==> src/verilog/dtc_pkg.sv <==
package dtc_pkg;

   // ------------------------------------------------------------
   // Bus and data widths
   // ------------------------------------------------------------
   localparam int DATA_W        = 8;
   localparam int ADDR_W        = 3;
   localparam int PRESCALE_BITS = 11;
   localparam int SYNC_PINS     = 3;

   // ------------------------------------------------------------
   // Register offsets
   // ------------------------------------------------------------
   localparam logic [ADDR_W-1:0] ADDR_MODE0  = 3'h0;
   localparam logic [ADDR_W-1:0] ADDR_MODE1  = 3'h1;
   localparam logic [ADDR_W-1:0] ADDR_TIMER0 = 3'h2;
   localparam logic [ADDR_W-1:0] ADDR_TIMER1 = 3'h3;
   localparam logic [ADDR_W-1:0] ADDR_FLAGS  = 3'h4;
   localparam logic [ADDR_W-1:0] ADDR_EDGE   = 3'h5;
   localparam logic [ADDR_W-1:0] ADDR_FUNC_A = 3'h6;
   localparam logic [ADDR_W-1:0] ADDR_FUNC_B = 3'h7;

   // ------------------------------------------------------------
   // Field positions
   // ------------------------------------------------------------
   localparam int MODE0_CLK_LSB   = 0;
   localparam int MODE0_RISE_BIT  = 3;
   localparam int MODE0_CAP_BIT   = 5;
   localparam int MODE1_CLK_LSB   = 0;
   localparam int MODE1_PULSE_BIT = 4;
   localparam int MODE1_CAP_BIT   = 5;
   localparam int MODE1_CASC_BIT  = 6;
   localparam int MODE_RUN_BIT    = 7;
   localparam int FLAG0_BIT       = 0;
   localparam int FLAG1_BIT       = 1;
   localparam int EDGE0_LSB       = 0;
   localparam int EDGE1_LSB       = 2;
   localparam int FUNC_A_EVENT    = 2;
   localparam int FUNC_B_COMPARE  = 6;

   // ------------------------------------------------------------
   // Encodings and reset values
   // ------------------------------------------------------------
   localparam logic [2:0] CLK0_EVENT   = 3'h7;
   localparam logic [1:0] CLK1_CASCADE = 2'h3;
   localparam logic [1:0] EDGE_FALL    = 2'h1;
   localparam logic [1:0] EDGE_RISE    = 2'h2;
   localparam logic [1:0] EDGE_BOTH    = 2'h3;
   localparam logic [7:0] REG_RESET    = 8'h00;
   localparam logic [7:0] DATA_RESET   = 8'hff;

   // Prescaler tap per clock select code: tap k divides by 2**k.
   localparam int T0_TAP [7] = '{1, 2, 3, 5, 7, 9, 11};
   localparam int T1_TAP [3] = '{0, 1, 3};

endpackage : dtc_pkg

==> src/verilog/dtc_dual_timer.sv <==
// Behaviour
// Two 8-bit timers, cascadable to 16 bits.
// Mode bits select timer, capture, compare modes.
// Prescale /2../2048 first, /1,/2,/8 second.
// Count from 00, wrap to 00 on match.
// Each timer match sets its own flag.
// Read gives count, write loads compare value.
// Only first timer counts external events.
// Software routes event pin via function bit.
// Clock code 111 counts event pin edges.
// Event rate at most half oscillator; code needs each pin level held two cycles, so a quarter at most.
// Software loads compare values 1..FF first.
// 16-bit match wraps, sets first flag only.
// Cascade needs second select 11, cascade bit.
// Match toggles compare pin, 50:50 square wave.
// Second pin needs function bit, no pulse.
// Capture enabled per timer by mode bit.
// Capture mode still counts and flags matches.
// Capture edge stores count, clears counter.
// Capture mode reads return captured value.
// Capture edge falling, rising or both.
// Capture edge raises external request.
// Pins synchronised, edges detected on clock.
//
// Added by the designer: the strobed register port and the register offsets.
module dtc_dual_timer
   import dtc_pkg::*;
#(
   parameter int DIV_BITS = PRESCALE_BITS
) (
   input  wire logic                clk_i,
   input  wire logic                rstn_i,
   input  wire logic [ADDR_W-1:0]   addr_i,
   input  wire logic [DATA_W-1:0]   wdata_i,
   input  wire logic                wr_i,
   input  wire logic                rd_i,
   output logic      [DATA_W-1:0]   rdata_o,
   input  wire logic                event_input_pin_i,
   input  wire logic [1:0]          capture_input_pin_i,
   output logic                     first_compare_pin_o,
   output logic                     second_compare_pin_o,
   output logic                     first_match_flag_o,
   output logic                     second_match_flag_o,
   output logic      [1:0]          capture_irq_o
);

   if (DIV_BITS < PRESCALE_BITS) begin : g_chk
      $error("Prescaler too short for the largest divide ratio.");
   end

   // ------------------------------------------------------------
   // Registers
   // ------------------------------------------------------------
   logic [DATA_W-1:0] first_timer_mode_reg;
   logic [DATA_W-1:0] second_timer_mode_reg;
   logic [DATA_W-1:0] first_compare_value;
   logic [DATA_W-1:0] second_compare_value;
   logic [DATA_W-1:0] first_count_reg;
   logic [DATA_W-1:0] second_count_reg;
   logic [DATA_W-1:0] first_capture_value;
   logic [DATA_W-1:0] second_capture_value;
   logic [DATA_W-1:0] edge_select_reg;
   logic [DATA_W-1:0] port_a_function_select;
   logic [DATA_W-1:0] port_b_function_select;
   logic              first_match_flag;
   logic              second_match_flag;
   logic              first_compare_pin;
   logic              second_compare_pin;
   logic [1:0]        capture_irq;
   logic [DATA_W-1:0] rdata;

   logic [DATA_W-1:0] next_count0;
   logic [DATA_W-1:0] next_count1;
   logic [DATA_W-1:0] read_mux;

   // ------------------------------------------------------------
   // Prescaler and pin synchronisers
   // ------------------------------------------------------------
   logic [DIV_BITS:0] tap;
   logic [2:0]        pin_rise;
   logic [2:0]        pin_fall;

   dtc_prescaler #(
      .DIV_BITS (DIV_BITS)
   ) u_prescaler (
      .clk_i    (clk_i),
      .rstn_i   (rstn_i),
      .tap_o    (tap)
   );

   dtc_pin_sync #(
      .PINS     (3)
   ) u_pin_sync (
      .clk_i    (clk_i),
      .rstn_i   (rstn_i),
      .pin_i    ({capture_input_pin_i, event_input_pin_i}),
      .rise_o   (pin_rise),
      .fall_o   (pin_fall)
   );

   // ------------------------------------------------------------
   // Decode
   // ------------------------------------------------------------
   wire wr_mode0  = wr_i && (addr_i == ADDR_MODE0);
   wire wr_mode1  = wr_i && (addr_i == ADDR_MODE1);
   wire wr_timer0 = wr_i && (addr_i == ADDR_TIMER0);
   wire wr_timer1 = wr_i && (addr_i == ADDR_TIMER1);
   wire wr_flags  = wr_i && (addr_i == ADDR_FLAGS);
   wire wr_edge   = wr_i && (addr_i == ADDR_EDGE);
   wire wr_func_a = wr_i && (addr_i == ADDR_FUNC_A);
   wire wr_func_b = wr_i && (addr_i == ADDR_FUNC_B);

   wire [2:0] clk0_sel = first_timer_mode_reg[MODE0_CLK_LSB +: 3];
   wire [1:0] clk1_sel = second_timer_mode_reg[MODE1_CLK_LSB +: 2];
   wire       run0     = first_timer_mode_reg[MODE_RUN_BIT];
   wire       run1     = second_timer_mode_reg[MODE_RUN_BIT];
   wire       cap_en0  = first_timer_mode_reg[MODE0_CAP_BIT];
   wire       cap_en1  = second_timer_mode_reg[MODE1_CAP_BIT];
   wire       pulse_en = second_timer_mode_reg[MODE1_PULSE_BIT];

   // The pair only joins when both the cascade bit and select 11 are set.
   wire cascade = second_timer_mode_reg[MODE1_CASC_BIT] && (clk1_sel == CLK1_CASCADE);

   // ------------------------------------------------------------
   // Count clocks
   // ------------------------------------------------------------
   wire event_mode = (clk0_sel == CLK0_EVENT);
   wire event_rise = first_timer_mode_reg[MODE0_RISE_BIT];
   wire event_route = port_a_function_select[FUNC_A_EVENT];
   wire event_edge = event_route && (event_rise ? pin_rise[0] : pin_fall[0]);

   // Index is forced in range so the event code never reads past the table.
   wire [2:0] tap0_idx  = event_mode ? 3'h0 : clk0_sel;
   wire       presc0    = tap[T0_TAP[tap0_idx]];
   wire [1:0] tap1_idx  = (clk1_sel == CLK1_CASCADE) ? 2'h0 : clk1_sel;
   wire       presc1    = (clk1_sel != CLK1_CASCADE) && tap[T1_TAP[tap1_idx]];

   wire tick0 = run0 && (event_mode ? event_edge : presc0);
   wire tick1 = run1 && !cascade && presc1;

   // ------------------------------------------------------------
   // Capture edges
   // ------------------------------------------------------------
   wire [1:0] edge_sel0 = edge_select_reg[EDGE0_LSB +: 2];
   wire [1:0] edge_sel1 = edge_select_reg[EDGE1_LSB +: 2];

   wire cap_edge0 = ((edge_sel0 == EDGE_FALL) && pin_fall[1])
                 || ((edge_sel0 == EDGE_RISE) && pin_rise[1])
                 || ((edge_sel0 == EDGE_BOTH) && (pin_rise[1] || pin_fall[1]));
   wire cap_edge1 = ((edge_sel1 == EDGE_FALL) && pin_fall[2])
                 || ((edge_sel1 == EDGE_RISE) && pin_rise[2])
                 || ((edge_sel1 == EDGE_BOTH) && (pin_rise[2] || pin_fall[2]));

   wire cap_hit0 = cap_en0 && cap_edge0;
   wire cap_hit1 = !cascade && cap_en1 && cap_edge1;

   // ------------------------------------------------------------
   // Match detection
   // ------------------------------------------------------------
   wire match0  = (first_count_reg == first_compare_value);
   wire match1  = (second_count_reg == second_compare_value);
   wire match16 = ({second_count_reg, first_count_reg}
               == {second_compare_value, first_compare_value});

   // Matches still flag in capture mode so long pulses can be measured.
   wire ev0 = tick0 && (cascade ? match16 : match0);
   wire ev1 = tick1 && match1;

   wire cmp1_en = port_b_function_select[FUNC_B_COMPARE] && !pulse_en;
   wire cmp1_ev = cascade ? ev0 : ev1;

   // ------------------------------------------------------------
   // Next count
   // ------------------------------------------------------------
   // A capture edge wins over a clock tick in the same cycle.
   always_comb begin
      next_count0 = first_count_reg;
      next_count1 = second_count_reg;
      if (cascade) begin
         if (cap_hit0) begin
            next_count0 = '0;
            next_count1 = '0;
         end else if (tick0 && match16) begin
            next_count0 = '0;
            next_count1 = '0;
         end else if (tick0) begin
            {next_count1, next_count0} = 16'({second_count_reg, first_count_reg} + 16'h0001);
         end
      end else begin
         if (cap_hit0) begin
            next_count0 = '0;
         end else if (tick0) begin
            next_count0 = match0 ? '0 : 8'(first_count_reg + 8'h01);
         end
         if (cap_hit1) begin
            next_count1 = '0;
         end else if (tick1) begin
            next_count1 = match1 ? '0 : 8'(second_count_reg + 8'h01);
         end
      end
   end

   // ------------------------------------------------------------
   // Read mux
   // ------------------------------------------------------------
   wire rd_first_capture_enable = cap_en0;
   wire rd_second_capture_enable = cap_en1 || (cascade && cap_en0);

   always_comb begin
      case (addr_i)
         ADDR_MODE0:  read_mux = first_timer_mode_reg;
         ADDR_MODE1:  read_mux = second_timer_mode_reg;
         ADDR_TIMER0: read_mux = rd_first_capture_enable ? first_capture_value : first_count_reg;
         ADDR_TIMER1: read_mux = rd_second_capture_enable ? second_capture_value : second_count_reg;
         ADDR_FLAGS:  read_mux = {6'h00, second_match_flag, first_match_flag};
         ADDR_EDGE:   read_mux = edge_select_reg;
         ADDR_FUNC_A: read_mux = port_a_function_select;
         ADDR_FUNC_B: read_mux = port_b_function_select;
         default:     read_mux = '0;
      endcase
   end

   // ------------------------------------------------------------
   // Software registers
   // ------------------------------------------------------------
   // Compare values are undefined after reset; a known value keeps sims clean.
   always_ff @(posedge clk_i) begin
      if (!rstn_i) begin
         first_timer_mode_reg   <= REG_RESET;
         second_timer_mode_reg  <= REG_RESET;
         edge_select_reg        <= REG_RESET;
         port_a_function_select <= REG_RESET;
         port_b_function_select <= REG_RESET;
         first_compare_value    <= DATA_RESET;
         second_compare_value   <= DATA_RESET;
      end else begin
         if (wr_mode0)  first_timer_mode_reg   <= wdata_i;
         if (wr_mode1)  second_timer_mode_reg  <= wdata_i;
         if (wr_edge)   edge_select_reg        <= wdata_i;
         if (wr_func_a) port_a_function_select <= wdata_i;
         if (wr_func_b) port_b_function_select <= wdata_i;
         if (wr_timer0) first_compare_value    <= wdata_i;
         if (wr_timer1) second_compare_value   <= wdata_i;
      end
   end

   // ------------------------------------------------------------
   // Counters, captures and flags
   // ------------------------------------------------------------
   always_ff @(posedge clk_i) begin
      if (!rstn_i) begin
         first_count_reg      <= '0;
         second_count_reg     <= '0;
         first_capture_value  <= '0;
         second_capture_value <= '0;
      end else begin
         first_count_reg  <= next_count0;
         second_count_reg <= next_count1;
         if (cap_hit0 && cascade) begin
            {second_capture_value, first_capture_value} <= {second_count_reg, first_count_reg};
         end else if (cap_hit0) begin
            first_capture_value <= first_count_reg;
         end
         if (cap_hit1) second_capture_value <= second_count_reg;
      end
   end

   // Setting wins over a write-one clear in the same cycle.
   always_ff @(posedge clk_i) begin
      if (!rstn_i) begin
         first_match_flag  <= 1'b0;
         second_match_flag <= 1'b0;
      end else begin
         first_match_flag  <= ev0 || (first_match_flag && !(wr_flags && wdata_i[FLAG0_BIT]));
         second_match_flag <= ev1 || (second_match_flag && !(wr_flags && wdata_i[FLAG1_BIT]));
      end
   end

   // ------------------------------------------------------------
   // Pins and read data
   // ------------------------------------------------------------
   always_ff @(posedge clk_i) begin
      if (!rstn_i) begin
         first_compare_pin  <= 1'b0;
         second_compare_pin <= 1'b0;
         capture_irq        <= 2'h0;
         rdata              <= '0;
      end else begin
         if (ev0) first_compare_pin <= !first_compare_pin;
         if (cmp1_en && cmp1_ev) second_compare_pin <= !second_compare_pin;
         capture_irq <= {cap_edge1, cap_edge0};
         rdata       <= rd_i ? read_mux : '0;
      end
   end

   assign rdata_o              = rdata;
   assign first_compare_pin_o  = first_compare_pin;
   assign second_compare_pin_o = second_compare_pin;
   assign first_match_flag_o   = first_match_flag;
   assign second_match_flag_o  = second_match_flag;
   assign capture_irq_o        = capture_irq;
endmodule // dtc_dual_timer

==> src/verilog/dtc_pin_sync.sv <==
module dtc_pin_sync
   import dtc_pkg::*;
#(
   parameter int PINS = SYNC_PINS
) (
   input  wire logic              clk_i,
   input  wire logic              rstn_i,
   input  wire logic [PINS-1:0]   pin_i,
   output logic      [PINS-1:0]   rise_o,
   output logic      [PINS-1:0]   fall_o
);

   if (PINS < 1) begin : g_chk
      $error("At least one pin is needed.");
   end

   // ------------------------------------------------------------
   // Three stage synchroniser per pin
   // ------------------------------------------------------------
   for (genvar p = 0; p < PINS; p++) begin : g_pin
      logic s1;
      logic s2;
      logic s3;
      logic level;

      // A change counts only once the second and third stages agree, so a one-cycle glitch is ignored.
      wire agree = (s2 == s3);

      always_ff @(posedge clk_i) begin
         if (!rstn_i) begin
            s1    <= 1'b0;
            s2    <= 1'b0;
            s3    <= 1'b0;
            level <= 1'b0;
         end else begin
            s1 <= pin_i[p];
            s2 <= s1;
            s3 <= s2;
            if (agree) level <= s3;
         end
      end

      assign rise_o[p] = agree & s3 & ~level;
      assign fall_o[p] = agree & ~s3 & level;
   end

endmodule // dtc_pin_sync

==> src/verilog/dtc_prescaler.sv <==
module dtc_prescaler
   import dtc_pkg::*;
#(
   parameter int DIV_BITS = PRESCALE_BITS
) (
   input  wire logic                clk_i,
   input  wire logic                rstn_i,
   output logic      [DIV_BITS:0]   tap_o
);

   // ------------------------------------------------------------
   // Free running divider
   // ------------------------------------------------------------
   logic [DIV_BITS-1:0] div_cnt;

   if (DIV_BITS < PRESCALE_BITS) begin : g_chk
      $error("Prescaler too short for the largest divide ratio.");
   end

   always_ff @(posedge clk_i) begin
      if (!rstn_i) begin
         div_cnt <= '0;
      end else begin
         div_cnt <= div_cnt + 1'b1;
      end
   end

   // Tap 0 fires every cycle; tap k fires once every 2**k cycles.
   assign tap_o[0] = 1'b1;

   for (genvar k = 1; k <= DIV_BITS; k++) begin : g_tap
      assign tap_o[k] = &div_cnt[k-1:0];
   end

endmodule // dtc_prescaler
==> config.mk <==
export PLATFORM = sky130hd
export DESIGN_NAME = dtc_dual_timer
export DESIGN_NICKNAME = d
export VERILOG_FILES = /design/src/verilog/dtc_pkg.sv /design/src/verilog/dtc_dual_timer.sv /design/src/verilog/dtc_pin_sync.sv /design/src/verilog/dtc_prescaler.sv
export SDC_FILE = /design/constraint.sdc
export NUM_CORES = 1
export LEC_CHECK = 0
export BUFFER_PORTS_ARGS = -buffer_cell sky130_fd_sc_hd__buf_4
export CORE_UTILIZATION = 52
export CTS_BUF_LIST = sky130_fd_sc_hd__clkbuf_4
export CTS_CLUSTER_SIZE = 14
export DETAILED_ROUTE_END_ITERATION = 12
export HOLD_SLACK_MARGIN = 0.05
export PLACE_DENSITY = 0.82
export SLEW_MARGIN = 10
export SYNTH_ARGS = -nofsm -noshare
export SYNTH_HDL_FRONTEND = slang
export SYNTH_SLANG_ARGS = --single-unit
==> constraint.sdc <==
create_clock -name clk_i -period 2.5 [get_ports clk_i]
set_clock_uncertainty 0.15 [all_clocks]
set_input_delay 0.25 -clock clk_i [delete_from_list [all_inputs] [get_ports clk_i]]
set_output_delay 0.25 -clock clk_i [all_outputs]
set_load 0.05 [all_outputs]
# Yosys cells after proc, flatten, opt, wreduce, memory -nomap -nowiden
# Memory sizes are Yosys's and may differ from the RTL's.
# Index checks and enable logic that the tools add are counted.
# word_totals
reg_bits,125
latch_bits,0
mem_bits_rw,0
romBits,256
in_bits,18
output_inout_bits,14
word_cells,188
n_memories,1
# op_classes
add_sub_neg,4
mul,0
div,0
magnitude_cmp,4
n_eq_ne,23
shifts,0
mux,38
n_bitwise,20
n_reduce_logical,68
# mem_list
memory,words,word_bits,rd,rd_ports_with_merged_regs,wr,line_no,rtl
(name not given),8,32,1,0,0,dtc_dual_timer.sv:134,wire presc0 = tap[T0_TAP[tap0_idx]];
# ops
cell,n
$mux 8,20
$mux 32,4
$bmux 32 s2,1
$lt 32x6->1 const B,2
$pmux 8 s8,1
$logic_and 1x1->1,34
$add 16x1->16 const B,1
$add 8x1->8 const B,2
$eq 16x16->1,1
$eq 8x8->1,2
$eq 3x3->1 const B,5
$and 1x1->1,12
$add 11x1->11 const B,1
$reduce_and 11->1,1
$eq 2x2->1 const B,5
$reduce_and 10->1,1
$logic_or 1x1->1,9
$reduce_and 9->1,1
$reduce_bool 3->1,3
$bmux 1 s4,2
$mux 1,8
$reduce_and 2->1,4
$reduce_and 8->1,1
$reduce_and 7->1,1
20 further kinds,35

# Depth between registers and ports, before layout
# Gate-level depths: netlist (run 1).
# logic_depth
ltp_word,15
mapped_depth,13
depth_no_buf,13

# Cells and area by module
# From an unflattened synthesis (run 1), not the netlist that was laid out.
# unflattened
hier_cells,772
area_unflattened_um2,6211.0
# modules_own_cells
mod,n_inst,cells_each,area_per_inst_um2,seq_area_each_um2
dtc_dual_timer,1,671,5191.2,2042.0
dtc_prescaler,1,55,518.0,220.2
dtc_pin_sync,1,46,501.7,240.2

# Worst setup path before layout (run 1)
# OpenSTA, ideal clock, no wires.
# synth_path
path_kind,register to register
start,reg u_prescaler.div_cnt[0]
end,reg second_count_reg[5]
setup_ps,137
t_arrival_ps,2346
required_ps,2213
path_slack_ps,-132
stages_incl_launch_ff,11
path_buffers,0
period_less_slack_ps,2632
path_cell_list,dfxtp_1 ha_1 and3_4 nand3_2 or4_1 nand3_2 a21oi_1 o21a_1 a211o_1 o21ai_0 a21oi_1
# synth_via
elab_chain_len,10
word_cells_on_any_way,27
classes_between,1 x eq/ne; 10 x mux; 16 x reduce/logical
# synth_lines
item,line_no,rtl
start: declaration,dtc_prescaler.sv:14,logic [DIV_BITS-1:0] div_cnt;
start signal: assignment,dtc_prescaler.sv:24,div_cnt <= div_cnt + 1'b1;
"$reduce_and 11->1, or another cell as far along",dtc_prescaler.sv:32,assign tap_o[k] = &div_cnt[k-1:0];
$bmux 1 s4,dtc_dual_timer.sv:134,
$mux 1 (implied by the code) (2 in a row),dtc_dual_timer.sv:134,
$mux 1,dtc_dual_timer.sv:138,wire tick0 = run0 && (event_mode ? event_edge : presc0);
$logic_and 1x1->1,dtc_dual_timer.sv:138,
$logic_and 1x1->1,dtc_dual_timer.sv:183,end else if (tick0 && match16) begin
$mux 8,dtc_dual_timer.sv:183,
$mux 8,dtc_dual_timer.sv:180,if (cap_hit0) begin
$mux 8,dtc_dual_timer.sv:179,if (cascade) begin
end signal: assignment,dtc_dual_timer.sv:258,second_count_reg <= next_count1;
end: declaration,dtc_dual_timer.sv:59,logic [DATA_W-1:0] second_count_reg;
# Parallel ways exist; a longest one is shown, timed or not. The select of a mux whose other input is x is not followed.
# A chain may end at the register's enable or synchronous reset.

# Worst setup path in the final report (run 1)
# layout_path
start,reg first_timer_mode_reg[1]
end,reg second_count_reg[0]
# layout_via
elab_chain_len,15
word_cells_on_any_way,17
classes_between,2 x eq/ne; 10 x mux; 1 x bitwise; 3 x reduce/logical; 1 x memory
# layout_lines
item,line_no,rtl
start: declaration,dtc_dual_timer.sv:54,logic [DATA_W-1:0] first_timer_mode_reg;
start signal: assignment,dtc_dual_timer.sv:237,if (wr_mode0) first_timer_mode_reg <= wdata_i;
$eq 3x3->1,dtc_dual_timer.sv:127,wire event_mode = (clk0_sel == CLK0_EVENT);
$mux 3,dtc_dual_timer.sv:133,wire [2:0] tap0_idx = event_mode ? 3'h0 : clk0_sel;
$not 3->4 (implied by the code),dtc_dual_timer.sv:134,
$mem_v2 8x32,n/a,
$mux 32 (implied by the code) (2 in a row),dtc_dual_timer.sv:134,
$bmux 1 s4,dtc_dual_timer.sv:134,
$mux 1 (implied by the code) (2 in a row),dtc_dual_timer.sv:134,
$mux 1 *,dtc_dual_timer.sv:138,
$logic_and 1x1->1 *,dtc_dual_timer.sv:138,
$logic_and 1x1->1,dtc_dual_timer.sv:183,
$mux 8,dtc_dual_timer.sv:183,
$mux 8,dtc_dual_timer.sv:180,
$mux 8,dtc_dual_timer.sv:179,
# Mark *: on every way between the ends. The rest lies on a longest branch, timed or not. The select of a mux whose other input is x is not followed.

==> metrics list, run 1 <==
- Counting every sink on the clock net gives 125.
- The run finished, with violations left.
- In the global route stage, met1 resource usage came out at 36.1%.
* Synth Flop Type: sky130_fd_sc_hd__dfxtp_1
* Final instance area: 7190 um2
- Averaged over all synthesized cells, the footprint is 8.05 um2.
- Area growth syn-to-layout: 22.0%
- In this run, CTS created clock tree buffers numbering 17.
- Count of flip-flops with a built-in enable after synthesis: 0
- HP Class: primary input to flip-flop
* Via count of the first global-routing pass: 5,265
- Final non-filler cell total: 964
- Starting Density: 53.9%
- Buffers added on ports: 31
- Largest fanout on the critical path: 5
- Crit path required time: roughly 2800 ps
- Fill cells in the final layout number 855.
- GR Util met2: 46.6%
* Final setup viols: 8
* Synthesized netlist cell count: roughly 730
- DIE WIDTH: 108 um
- Across the run, the number of max-cap violations was 0.
- Sort of element at the end of the critical path: flip-flop
* Final ANT Viol Nets: 0
- Most common cell after layout, fill and taps aside: sky130_fd_sc_hd__nand2_1
- TritonCTS built the clock tree.
* Worst EP arrival: 2940 ps
- The register with the most flip-flops in the layout has 11 of them.
- Detailed placer's ending HPWL: 11.3 mm
- 0 antenna diodes ended up in the layout.
- Vertical die dimension: roughly 110 um
- Summing the sequential cell areas from Yosys gives 42.4% of the chip area.
- H-tree depth reported by CTS: 4
- In this run the power density over the cells is 525 nW/um2.
- Top Usage Layer GRT: met2
- Top-level port count: 32
- Number of cells after detailed placement: 910
- Global routing finished with a remaining overflow of 0.
* Async set-reset flop share out of synthesis: 0%
- STA classifies the critical path startpoint as a flip-flop.
- Worst setup margin: -125 ps
- The final critical path takes up 105% of the cycle.
- Wire length reported by the detailed router: approximately 16 mm
* Count of final hold-check violations: 0
- At the end of the flow, the number of nets in the layout was 845.
* Placeable core area: 10,900 um2
- The first global-routing pass estimated 25.8 mm of wire.
- GRT Overall Usage: 28.5%
- Static timing analysis puts the maximum clock frequency at approximately 0.38 GHz.
- Leakage power: approximately 2.9 nW
- The final max-slew violation count is 0.
- Peak ir drop on the vdd network: 0.405 mV
- First-pass iteration count of the detailed router: 8
- The post-route netlist has 20.1% of its cells at a drive strength greater than 1.
- Via count normalized by instance count: approximately 5.8
* Post-route DRC: 0
- Initial drt markers: roughly 540
- Entering global routing, the biggest net connects 42 pins.
* FP Rows: 38
- Met3 usage in global routing: 6.99%
* Clock Tree Root: sky130_fd_sc_hd__clkbuf_4
- Relative slew slack: 62.4%
- The later pin in the worst-skew pair is clocked with a latency of ~550 ps.
* Slew at the pin closest to its max-slew limit: 563 ps
* Most frequent cells in the layout: 147 x sky130_fd_sc_hd__nand2_1, 121 x sky130_fd_sc_hd__dfxtp_1, 76 x sky130_fd_sc_hd__buf_4
- The smallest clock period supported by the final layout is computed as 2630 ps.
* Global placer's final weighted congestion: 0.940
* Buffer levels on the longest clock path: 2
- After detailed placement, the total cell area comes to 6510 um2.
- During synthesis, Yosys emitted a total of 0 warnings.
* Most flop-heavy register: u_prescaler.div_cnt
- The floorplan step defined a die boundary enclosing 11,800 um2.
* Violated checks: negative setup slack
- Nets in the synthesized netlist: roughly 770
* Number of antenna violations at the first check in global routing: 0
* Via count: 5,576
* Synth Register Bits: 125
- Netlist Area Pre-Place: 5900 um2
- Clock-pin slew was measured on the worst setup and hold paths at 120 ps.
- Synthesis instantiated 52 different standard cells from the library.
- Setup repair after global routing could not meet its margin everywhere.
- WL/cell: 17.1 um
* Worst Path Class, Setup: flip-flop to flip-flop
==> where the power goes <==
part / switching (mW) / internal, mW / total [mW] / leakage [nW]
clock: 0.839 / 0.507 / 1.35 / 0.145
sequential: 0.0314 / 2.03 / 2.06 / 1.02
combinational: 0.219 / 0.150 / 0.369 / 1.70
total: 1.09 / 2.69 / 3.78 / 2.86
==> area by class of cell <==
type                            instances  area, um2  share of cell area, %
Clock buffer                           17        128                   1.77
Clock inverter                         15        138                   1.91
Sequential cell                       125       2510                   34.9
Inverter                               14       52.6                  0.731
Timing Repair Buffer                   95        762                   10.6
Multi-Input combinational cell        558       3420                   47.6
Tap cell                              140        175                   2.44
==> repair_timing <==
action	4_1_cts	5_1_grt
endpoints found under the hold margin	78	0
pin swaps	9	16
hold buffers	18	0
resized for setup	19	40
setup buffers	1	4
setup endpoints to repair	19	21
==> routing by layer <==
| layer | vias up | share of wire (%) |
|---|---|---|
| li1 | 2661 | - |
| met1 | 2593 | 41 |
| met2 | 265 | 48 |
| met3 | 57 | 8.0 |
| met4 | 0 | 3.1 |
| met5 | - | 0 |
==> path summary, 6_finish.rpt <==
kind         cells after the start  slack, ps                      to               startpoint
max                             12       -130     second_count_reg[0]  first_timer_mode_reg[1]
min                              4         70              rdata_o[6]                     rd_i
max reg2reg                     12       -130     second_count_reg[0]  first_timer_mode_reg[1]
min reg2reg                      1        310  u_pin_sync.g_pin[0].s2   u_pin_sync.g_pin[0].s1
==> cells in the mapped netlist (5+ instances only) <==
cell	n	area, um2
sky130_fd_sc_hd__nand2_1	147	552
sky130_fd_sc_hd__nor2_1	76	285
sky130_fd_sc_hd__mux2i_1	36	360
sky130_fd_sc_hd__nand2b_1	10	62.6
sky130_fd_sc_hd__nand3_1	32	160
sky130_fd_sc_hd__o21ai_0	29	145
sky130_fd_sc_hd__and2_1	19	119
sky130_fd_sc_hd__nor3_1	9	45.0
sky130_fd_sc_hd__a211oi_1	9	67.6
sky130_fd_sc_hd__a22oi_1	5	37.5
sky130_fd_sc_hd__xnor2_1	21	184
sky130_fd_sc_hd__a21oi_1	69	345
sky130_fd_sc_hd__dfxtp_1	125	2500
sky130_fd_sc_hd__inv_1	14	52.6
sky130_fd_sc_hd__ha_1	16	200
sky130_fd_sc_hd__nand4_1	7	43.8
sky130_fd_sc_hd__and3_1	7	43.8
sky130_fd_sc_hd__clkbuf_1	30	113
sky130_fd_sc_hd__nor2b_1	12	75.1
==> through the flow <==
| stage | power, mW | setup WS, ps | hold slack [ps] | setup TNS [ps] | utilization (%) |
|---|---|---|---|---|---|
| after global routing | 3.90 | -203 | 84.8 | -1260 | 65.8 |
| after global placement | 2.40 | -104 | 268 | -598 | 59.6 |
| after CTS | 3.75 | -111 | 69.7 | -288 | 64.2 |
| after floorplan | 2.30 | -19.2 | 224 | -35.1 | - |
| after detailed placement | 2.42 | -273 | 270 | -2780 | 59.6 |
| final | 3.78 | -125 | 74.8 | -535 | 65.8 |
==> kinds of logic (layout without fill, tap and decap cells) <==
group / count (synthesis) / in the layout / synth area share (%)
AO/OA/AOI/OAI: 137 / 137 / 13.7
XOR/XNOR: 24 / 24 / 3.57
adder cells (fa/ha/maj): 16 / 16 / 3.40
buffers and inverters: 49 / 141 / 3.16
flip-flops: 125 / 125 / 42.4
multiplexers: 41 / 41 / 7.26
AND/OR/NAND/NOR: 340 / 340 / 26.5
==> worst max-delay path, stage by stage, from the launching register on <==
cell	delay, ps
sky130_fd_sc_hd__dfxtp_4	390
sky130_fd_sc_hd__inv_2	50
sky130_fd_sc_hd__ha_4	270
sky130_fd_sc_hd__nor2b_2	210
sky130_fd_sc_hd__a21oi_2	100
sky130_fd_sc_hd__o221ai_2	200
sky130_fd_sc_hd__a21oi_2	90
sky130_fd_sc_hd__buf_4	150
sky130_fd_sc_hd__a21oi_4	240
sky130_fd_sc_hd__o21a_4	200
sky130_fd_sc_hd__a21oi_1	70
sky130_fd_sc_hd__or3_1	320
sky130_fd_sc_hd__a21oi_1	120
(Power assumes the default switching activity.)
==> run 2, diff against run 1 <==
--- a/config.mk
+++ b/config.mk
@@ -5,13 +5,14 @@
 export SDC_FILE = /design/constraint.sdc
 export NUM_CORES = 1
 export LEC_CHECK = 0
+export ABC_CLOCK_PERIOD_IN_PS = 2500
 export BUFFER_PORTS_ARGS = -buffer_cell sky130_fd_sc_hd__buf_4
-export CORE_UTILIZATION = 52
+export CORE_UTILIZATION = 48
 export CTS_BUF_LIST = sky130_fd_sc_hd__clkbuf_4
 export CTS_CLUSTER_SIZE = 14
 export DETAILED_ROUTE_END_ITERATION = 12
 export HOLD_SLACK_MARGIN = 0.05
-export PLACE_DENSITY = 0.82
+export PLACE_DENSITY = 0.78
 export SLEW_MARGIN = 10
 export SYNTH_ARGS = -nofsm -noshare
 export SYNTH_HDL_FRONTEND = slang
==> metrics list, run 2 (synthesized netlist as in run 1, its figures left out) <==
- Run status: complete, but fails checks (unchanged).
- Violated checks: negative setup slack (unchanged)
* Relative slew slack: 58.8% (was 62.4%)
- The critical path's largest stage delay is 530 ps (was 390 ps).
- The violation count after the first detailed-route iteration came to 432 (was 536).
- Post-place instance area: 6610 um2 (was 6510 um2)
- The number of nets in the final layout is 859 (was 845).
- The hold path startpoint is addr_i[0] (was rd_i).
- The maximum clock frequency came to 0.398 GHz (was 0.381 GHz).
- Sort of element at the end of the critical path: flip-flop (unchanged)
* Worst setup margin: -11.0 ps (was -125 ps)
- Proportion of layout cells with a drive suffix above 1: 20.3% (was 20.1%)
- CP cell instances: inv_2, ha_4, and3b_1, or4_4, nand3_4, a21oi_4, o21a_4, nor2b_2, nor4_1, a211oi_1 (was inv_2, ha_4, nor2b_2, a21oi_2, o221ai_2, a21oi_2, buf_4, a21oi_4, o21a_4, a21oi_1, or3_1, a21oi_1).
- The synthesis-to-finish area growth came to 23.9% (was 22.0%).
* Count of final hold-check violations: 0 (unchanged)
- Worst EP arrival: 2790 ps (was 2940 ps)
* Number of buffers added by the clock tree synthesis step: 17 (unchanged)
- The cell area after layout came to 7300 um2 (was 7190 um2).
- Via count normalized by instance count: 5.58 (was 5.78)
* Final setup viols: 1 (was 8)
- The start point of the critical path is first_timer_mode_reg[1] (unchanged).
* WL/cell: 16.4 um (was 17.1 um)
- The nature of the critical path startpoint is a flip-flop (unchanged).
* Slew at the pin closest to its max-slew limit: 617 ps (was 563 ps)
* Worst Path Class, Setup: flip-flop to flip-flop (unchanged)
* Crit path required time: 2780 ps (was 2820 ps)
* Total number of clock tree sinks: 125 (unchanged)
- The largest fanout of any net on the critical path is 5 (unchanged).
- The CTS tree was yes (unchanged).
- The overall global routing resource usage came to 26.4% (was 28.5%).
- Via count: 5,488 (was 5,576)
- The switching power summed over all nets is 1.02 mW (was 1.09 mW).
- Top-level port count: 32 (unchanged)
- Number of max-slew violations in the final report: 0 (unchanged)
- Internal power: 2.90 mW (was 2.69 mW)
- The number of flip-flops in the largest register is 11 (unchanged).
* Overflow after GRT: 0 (unchanged)
* Area of the die: 12,700 um2 (was 11,800 um2)
* Sequential fraction of design power: 52.5% (was 54.6%)
- The relative contribution of combinational cells to total power came to 9.4% (was 9.8%).
- The class of the most critical hold timing path is primary input to flip-flop (unchanged).
* Clock latency on the worst-skew pair: 570 ps (was 550 ps)
- The weighted congestion at the end of routability-driven global placement is 0.886 (was 0.940).
- Vertical die dimension: 113 um (was 108 um)
* Unrepaired setup endpoints after global routing: yes (unchanged)
- Clock period minus final worst setup slack: 2510 ps (was 2630 ps)
- Final core area utilization: 60.8% (was 65.8%)
* Count of antenna diodes in the layout: 0 (unchanged)
- The share of the clock period used by the worst path came to 100% (was 105%).
- The total detailed-routing wirelength was 16.1 mm (was 16.4 mm).
* FP Rows: 40 (was 38)
* H-tree depth reported by CTS: 4 (unchanged)
* Buffers added on ports: 31 (unchanged)
- The register-to-register path setup slack was -10 ps (was -130 ps).
* Final ANT Viol Nets: 0 (unchanged)
- CTS clk-pin slew, worst paths: 120 ps (about the same)
- The residual DRC count came to 0 (unchanged).
- The total power divided by cell area came to 537 nW/um2 (was 525 nW/um2).
- The startpoint of the worst-slack reg-to-reg timing path is first_timer_mode_reg[1] (unchanged).
* Leakage power: 2.93 nW (was 2.86 nW)
* Peak ir drop on the vdd network: 0.750 mV (was 0.405 mV)
- Via count of the first global-routing pass: 5,144 (was 5,265)
- Maximum number of pins on one net before global-route repair: 45 (was 42)
- Number of antenna violations at the first check in global routing: 0 (unchanged)
* Proportion of power drawn by the clock network: 38.2% (was 35.7%)
- Switching Share: 26.1% (was 28.8%)
* Most frequent cells in the layout: 146 x sky130_fd_sc_hd__nand2_1, 119 x sky130_fd_sc_hd__dfxtp_1, 89 x sky130_fd_sc_hd__buf_4 (was 147 x sky130_fd_sc_hd__nand2_1, 121 x sky130_fd_sc_hd__dfxtp_1, 76 x sky130_fd_sc_hd__buf_4)
- The die width came to 113 um (was 108 um).
* Buffer levels on the longest clock path: 2 (unchanged)
* Clock Tree Root: sky130_fd_sc_hd__clkbuf_4 (unchanged)
* Detailed placer's ending HPWL: 10.9 mm (was 11.3 mm)
- Most flop-heavy register: u_prescaler.div_cnt (unchanged)
* Placeable core area: 12,000 um2 (was 10,900 um2)
- Starting Density: 49.1% (was 53.9%)
- The first-pass GRT wire length came to 25.6 mm (was 25.8 mm).
- The library cell contributing the largest single delay on the critical path is sky130_fd_sc_hd__or4_4 (was sky130_fd_sc_hd__dfxtp_4).
* Most common cell after layout, fill and taps aside: sky130_fd_sc_hd__nand2_1 (unchanged)
- The count of maximum capacitance violations came to 0 (unchanged).
- First-pass iteration count of the detailed router: 5 (was 8)
## run 2: area by class of cell
class                   count  area (um2)
fillers                  1034        4710
inverters                  14        52.6
well taps                 147         184
repair buffers            109         878
clock inverters            11         144
clock buffers              20         150
flip-flops and latches    125        2510
multi-input cells         558        3380
## run 2: power groups by stage
stage / combinational [mW] / clock [mW] / sequential [mW]
floorplan: 0.183 / 0 / 2.11
global placement: 0.311 / 0 / 2.10
detailed placement: 0.315 / 0 / 2.10
CTS: 0.351 / 1.51 / 2.06
global route: 0.400 / 1.62 / 2.06
finish: 0.368 / 1.50 / 2.06
## run 2: metal layers
metal	routed length [um]	part of all wire [%]	GRT usage, %
met1	7160	45	33.5
met2	7470	46	42.0
met3	1010	6.3	7.77
met4	451	2.8	10.7
met5	0	0	0
## run 2: path summary, 6_finish.rpt
check	end	cells after the start
min	rdata_o[6]	5
max	second_count_reg[4]	10
max reg2reg	second_count_reg[4]	10
min reg2reg	u_pin_sync.g_pin[1].s2	1
## run 2: critical path, delay by kind of cell (launching register included)
family	cells	cell delay, ps
simple gates	5	1250
buf+inv	1	50
flops	1	400
fa+ha+maj	1	150
compound gates	3	380
## run 2: timing repair
| item | in CTS | in global routing |
|---|---|---|
| hold buffers | 19 | 0 |
| pin swaps | 18 | 15 |
| setup buffers | 4 | 4 |
| endpoints found under the hold margin | 84 | 0 |
| setup endpoints to repair | 18 | 20 |
| gates resized for setup | 25 | 27 |
## run 2: metrics by stage
step | TNS [ps] | total power, mW | setup slack [ps] | hold WS [ps] | std cells
after global routing | -855 | 4.08 | -139 | 106 | 984
final | -11.0 | 3.92 | -11.0 | 137 | 984
after CTS | -43.4 | 3.92 | -19.3 | 118 | 980
after global placement | -207 | 2.41 | -59.5 | 266 | 927
after detailed placement | -1110 | 2.42 | -122 | 280 | 927
after floorplan | -35.1 | 2.30 | -19.2 | 224 | 732
==> run 3, diff against run 2 <==
--- a/config.mk
+++ b/config.mk
@@ -13,6 +13,7 @@
 export DETAILED_ROUTE_END_ITERATION = 12
 export HOLD_SLACK_MARGIN = 0.05
 export PLACE_DENSITY = 0.78
+export RECOVER_POWER = 100
 export SLEW_MARGIN = 10
 export SYNTH_ARGS = -nofsm -noshare
 export SYNTH_HDL_FRONTEND = slang
==> metrics list, run 3 (synthesized netlist as in run 1, its figures left out) <==
* TritonCTS clock tree: yes (unchanged)
* Detailed placer's ending HPWL: 10.9 mm (unchanged)
- The overall global routing resource usage was 26.4% (unchanged).
* Initial drt markers: 460 (was 432)
- Worst Path Class, Setup: flip-flop to flip-flop (unchanged)
* Number of cells after detailed placement: 927 (unchanged)
* Run status: complete, but fails checks (unchanged)
- Maximum clock rate: 0.397 GHz (was 0.398 GHz)
- Area of the die: 12,700 um2 (unchanged)
- The class of the most critical hold timing path is primary input to flip-flop (unchanged).
- Clock Tree Root: sky130_fd_sc_hd__clkbuf_4 (unchanged)
- Violated checks: negative setup slack (unchanged)
* Leakage power: 2.88 nW (was 2.93 nW)
- CP cell instances: inv_2, ha_4, and3b_1, or4_4, nand3_4, a21oi_4, o21a_4, nor2b_2, nor4_1, a211oi_1 (unchanged)
- The slew at the pin with the worst max-slew slack is 1120 ps (was 617 ps).
- The worst path required time is 2780 ps (about the same).
* Worst hold margin: 131 ps (was 137 ps)
- The fraction of power spent switching nets was 26.1% (about the same).
- Area growth syn-to-layout: 23.3% (was 23.9%)
- The number of cells on the worst reg-to-reg path came to 10 (unchanged).
- WL/cell: 16.3 um (was 16.4 um)
- The critical path buffer and inverter count was 1 (unchanged).
- The proportion of power drawn by the clock network came to 38.2% (about the same).
* Flip-flop count of the largest register after layout: 11 (unchanged)
* Total stage count of the critical path: 10 (unchanged)
- Number of buffers added by the clock tree synthesis step: 17 (unchanged)
- Internal power: 2.90 mW (about the same)
- Sort of element at the end of the critical path: flip-flop (unchanged)
* Final ANT Viol Nets: 0 (unchanged)
* Clock period minus final worst setup slack: 2520 ps (was 2510 ps)
- Global-route wire length before repair: 25.6 mm (unchanged)
- The sequential standard cell area is 2510 um2 (unchanged).
* DIE WIDTH: 113 um (unchanged)
- The count of pins on the block boundary came to 32 (unchanged).
- The buffer depth of the longest clock path came to 2 (unchanged).
- Worst EP arrival: 2800 ps (was 2790 ps)
* Nets: 859 (unchanged)
- The total power divided by cell area was 540 nW/um2 (was 537 nW/um2).
* Final cycle utilization of the critical path: 101% (was 100%)
* Vertical die dimension: 113 um (unchanged)
- Nature of the critical path startpoint: flip-flop (unchanged)
- Relative slew slack: 25.0% (was 58.8%)
- The non-filler instance count after layout came to 984 (unchanged).
* Slowest stage cell on the critical path: sky130_fd_sc_hd__or4_4 (unchanged)
- The first-pass iteration count of the detailed router is 5 (unchanged).
- The final max-slew violation count is 0 (unchanged).
- The number of diodes came to 0 (unchanged).
- Via count: 5,506 (was 5,488)
- The switching power summed over all nets is 1.02 mW (about the same).
- Number of antenna violations at the first check in global routing: 0 (unchanged)
* Starting Density: 49.1% (unchanged)
- The final worst-path setup slack came to -16.7 ps (was -11.0 ps).
- The critical path's largest stage delay came to 530 ps (about the same).
- The number of setup violations in the final report is 1 (unchanged).
- The total clock sinks came to 125 (unchanged).
- Max-cap violations: 0 (unchanged)
* Sequential fraction of design power: 52.5% (about the same)
- Post-route DRC: 0 (unchanged)
- Unrepaired setup endpoints after global routing: yes (unchanged).
* FP Rows: 40 (unchanged)
- Wire length reported by the detailed router: 16.1 mm (about the same)
- The via count of the first global-routing pass was 5,144 (unchanged).
* Overflow after GRT: 0 (unchanged)
* Largest fanout on the critical path: 5 (unchanged)
* Most flop-heavy register: u_prescaler.div_cnt (unchanged)
- Peak ir drop on the vdd network: 0.750 mV (about the same)
- Placeable core area: 12,000 um2 (unchanged)
- The cell depth of the worst min-delay path is 5 (unchanged).
- The largest net degree at the start of global routing came to 45 (unchanged).
* Proportion of layout cells with a drive suffix above 1: 19.0% (was 20.3%)
* Count of final hold-check violations: 0 (unchanged)
* Most frequent cells in the layout: 146 x sky130_fd_sc_hd__nand2_1, 119 x sky130_fd_sc_hd__dfxtp_1, 79 x sky130_fd_sc_hd__buf_4 (was 146 x sky130_fd_sc_hd__nand2_1, 119 x sky130_fd_sc_hd__dfxtp_1, 89 x sky130_fd_sc_hd__buf_4)
- The detail-routed via count per cell was 5.60 (was 5.58).
- The total of buffers placed on input and output ports is 31 (unchanged).
- The gate family responsible for the most delay along the worst path was simple AND/OR/NAND/NOR gates (unchanged).
- Most common cell after layout, fill and taps aside: sky130_fd_sc_hd__nand2_1 (unchanged)
* Total area of multi-input combinational cells: 3380 um2 (unchanged)
* Global placer's final weighted congestion: 0.886 (unchanged)
* Clock latency on the worst-skew pair: 570 ps (about the same)
- Share of total power in combinational logic: 9.3% (was 9.4%)
* H-tree depth reported by CTS: 4 (unchanged)
- CTS clk-pin slew, worst paths: 120 ps (about the same)
- Filler cell count: 1,042 (was 1,034)
## run 3: changes by cell type in the layout (fill, tap and decap cells not counted)
| cell | delta |
|---|---|
| sky130_fd_sc_hd__clkbuf_1 | +10 |
| sky130_fd_sc_hd__inv_1 | +1 |
| sky130_fd_sc_hd__buf_4 | -10 |
| sky130_fd_sc_hd__inv_2 | -1 |
## run 3: through the flow
stage | setup slack [ps] | instance area (um2) | TNS [ps] | total power [mW] | utilization, %
3_3_place_gp | -59.5 | 6610 | -207 | 2.41 | 55.0
5_1_grt | -139 | 7270 | -914 | 4.08 | 60.5
4_1_cts | -19.3 | 7210 | -43.4 | 3.92 | 60.1
2_1_floorplan | -19.2 | 5920 | -35.1 | 2.30 | -
3_5_place_dp | -122 | 6610 | -1110 | 2.42 | 55.0
6_report | -16.7 | 7270 | -16.7 | 3.92 | 60.5
## run 3: worst register-to-register path, cell delays in order (launching register included)
cell                       delay, ps
sky130_fd_sc_hd__dfxtp_4         400
sky130_fd_sc_hd__inv_2            50
sky130_fd_sc_hd__ha_4            160
sky130_fd_sc_hd__and3b_1         180
sky130_fd_sc_hd__or4_4           530
sky130_fd_sc_hd__nand3_4         100
sky130_fd_sc_hd__a21oi_4          80
sky130_fd_sc_hd__o21a_4          220
sky130_fd_sc_hd__nor2b_2         180
sky130_fd_sc_hd__nor4_1          260
sky130_fd_sc_hd__a211oi_1         80
## run 3: repair_timing
item	CTS	global route
endpoints found under the setup margin	18	20
endpoints found under the hold margin	84	0
resized for setup	25	27
setup buffers	4	4
hold buffers	19	0
pin swaps	18	15
## run 3: power groups by stage
stage,clock [mW],combinational (mW),sequential [mW]
detailed placement,0,0.315,2.10
global route,1.62,0.396,2.06
global placement,0,0.311,2.10
CTS,1.51,0.351,2.06
floorplan,0,0.183,2.11
finish,1.50,0.364,2.06
## run 3: path summary, 6_finish.rpt
path / start / end / slack, ps
setup / recovery: first_timer_mode_reg[1] / second_count_reg[4] / -20
hold / removal: addr_i[0] / rdata_o[6] / 130
setup reg to reg: first_timer_mode_reg[1] / second_count_reg[4] / -20
hold reg to reg: u_pin_sync.g_pin[1].s1 / u_pin_sync.g_pin[1].s2 / 290
## run 3: area by class of cell
class                           count  share of cell area, %
Multi-Input combinational cell    558                   46.5
Sequential cell                   125                   34.6
Timing Repair Buffer              109                   11.6
Tap cell                          147                   2.53
Clock buffer                       20                   2.07
Clock inverter                     11                   1.98
Inverter                           14                  0.723
## run 3: layer usage
layer	vias up	part of all wire, %	global-route usage [%]
met2	194	47	42.0
li1	2692	-	-
met3	35	6.3	7.77
met5	-	0	0
met1	2585	44	33.5
met4	0	2.7	10.7
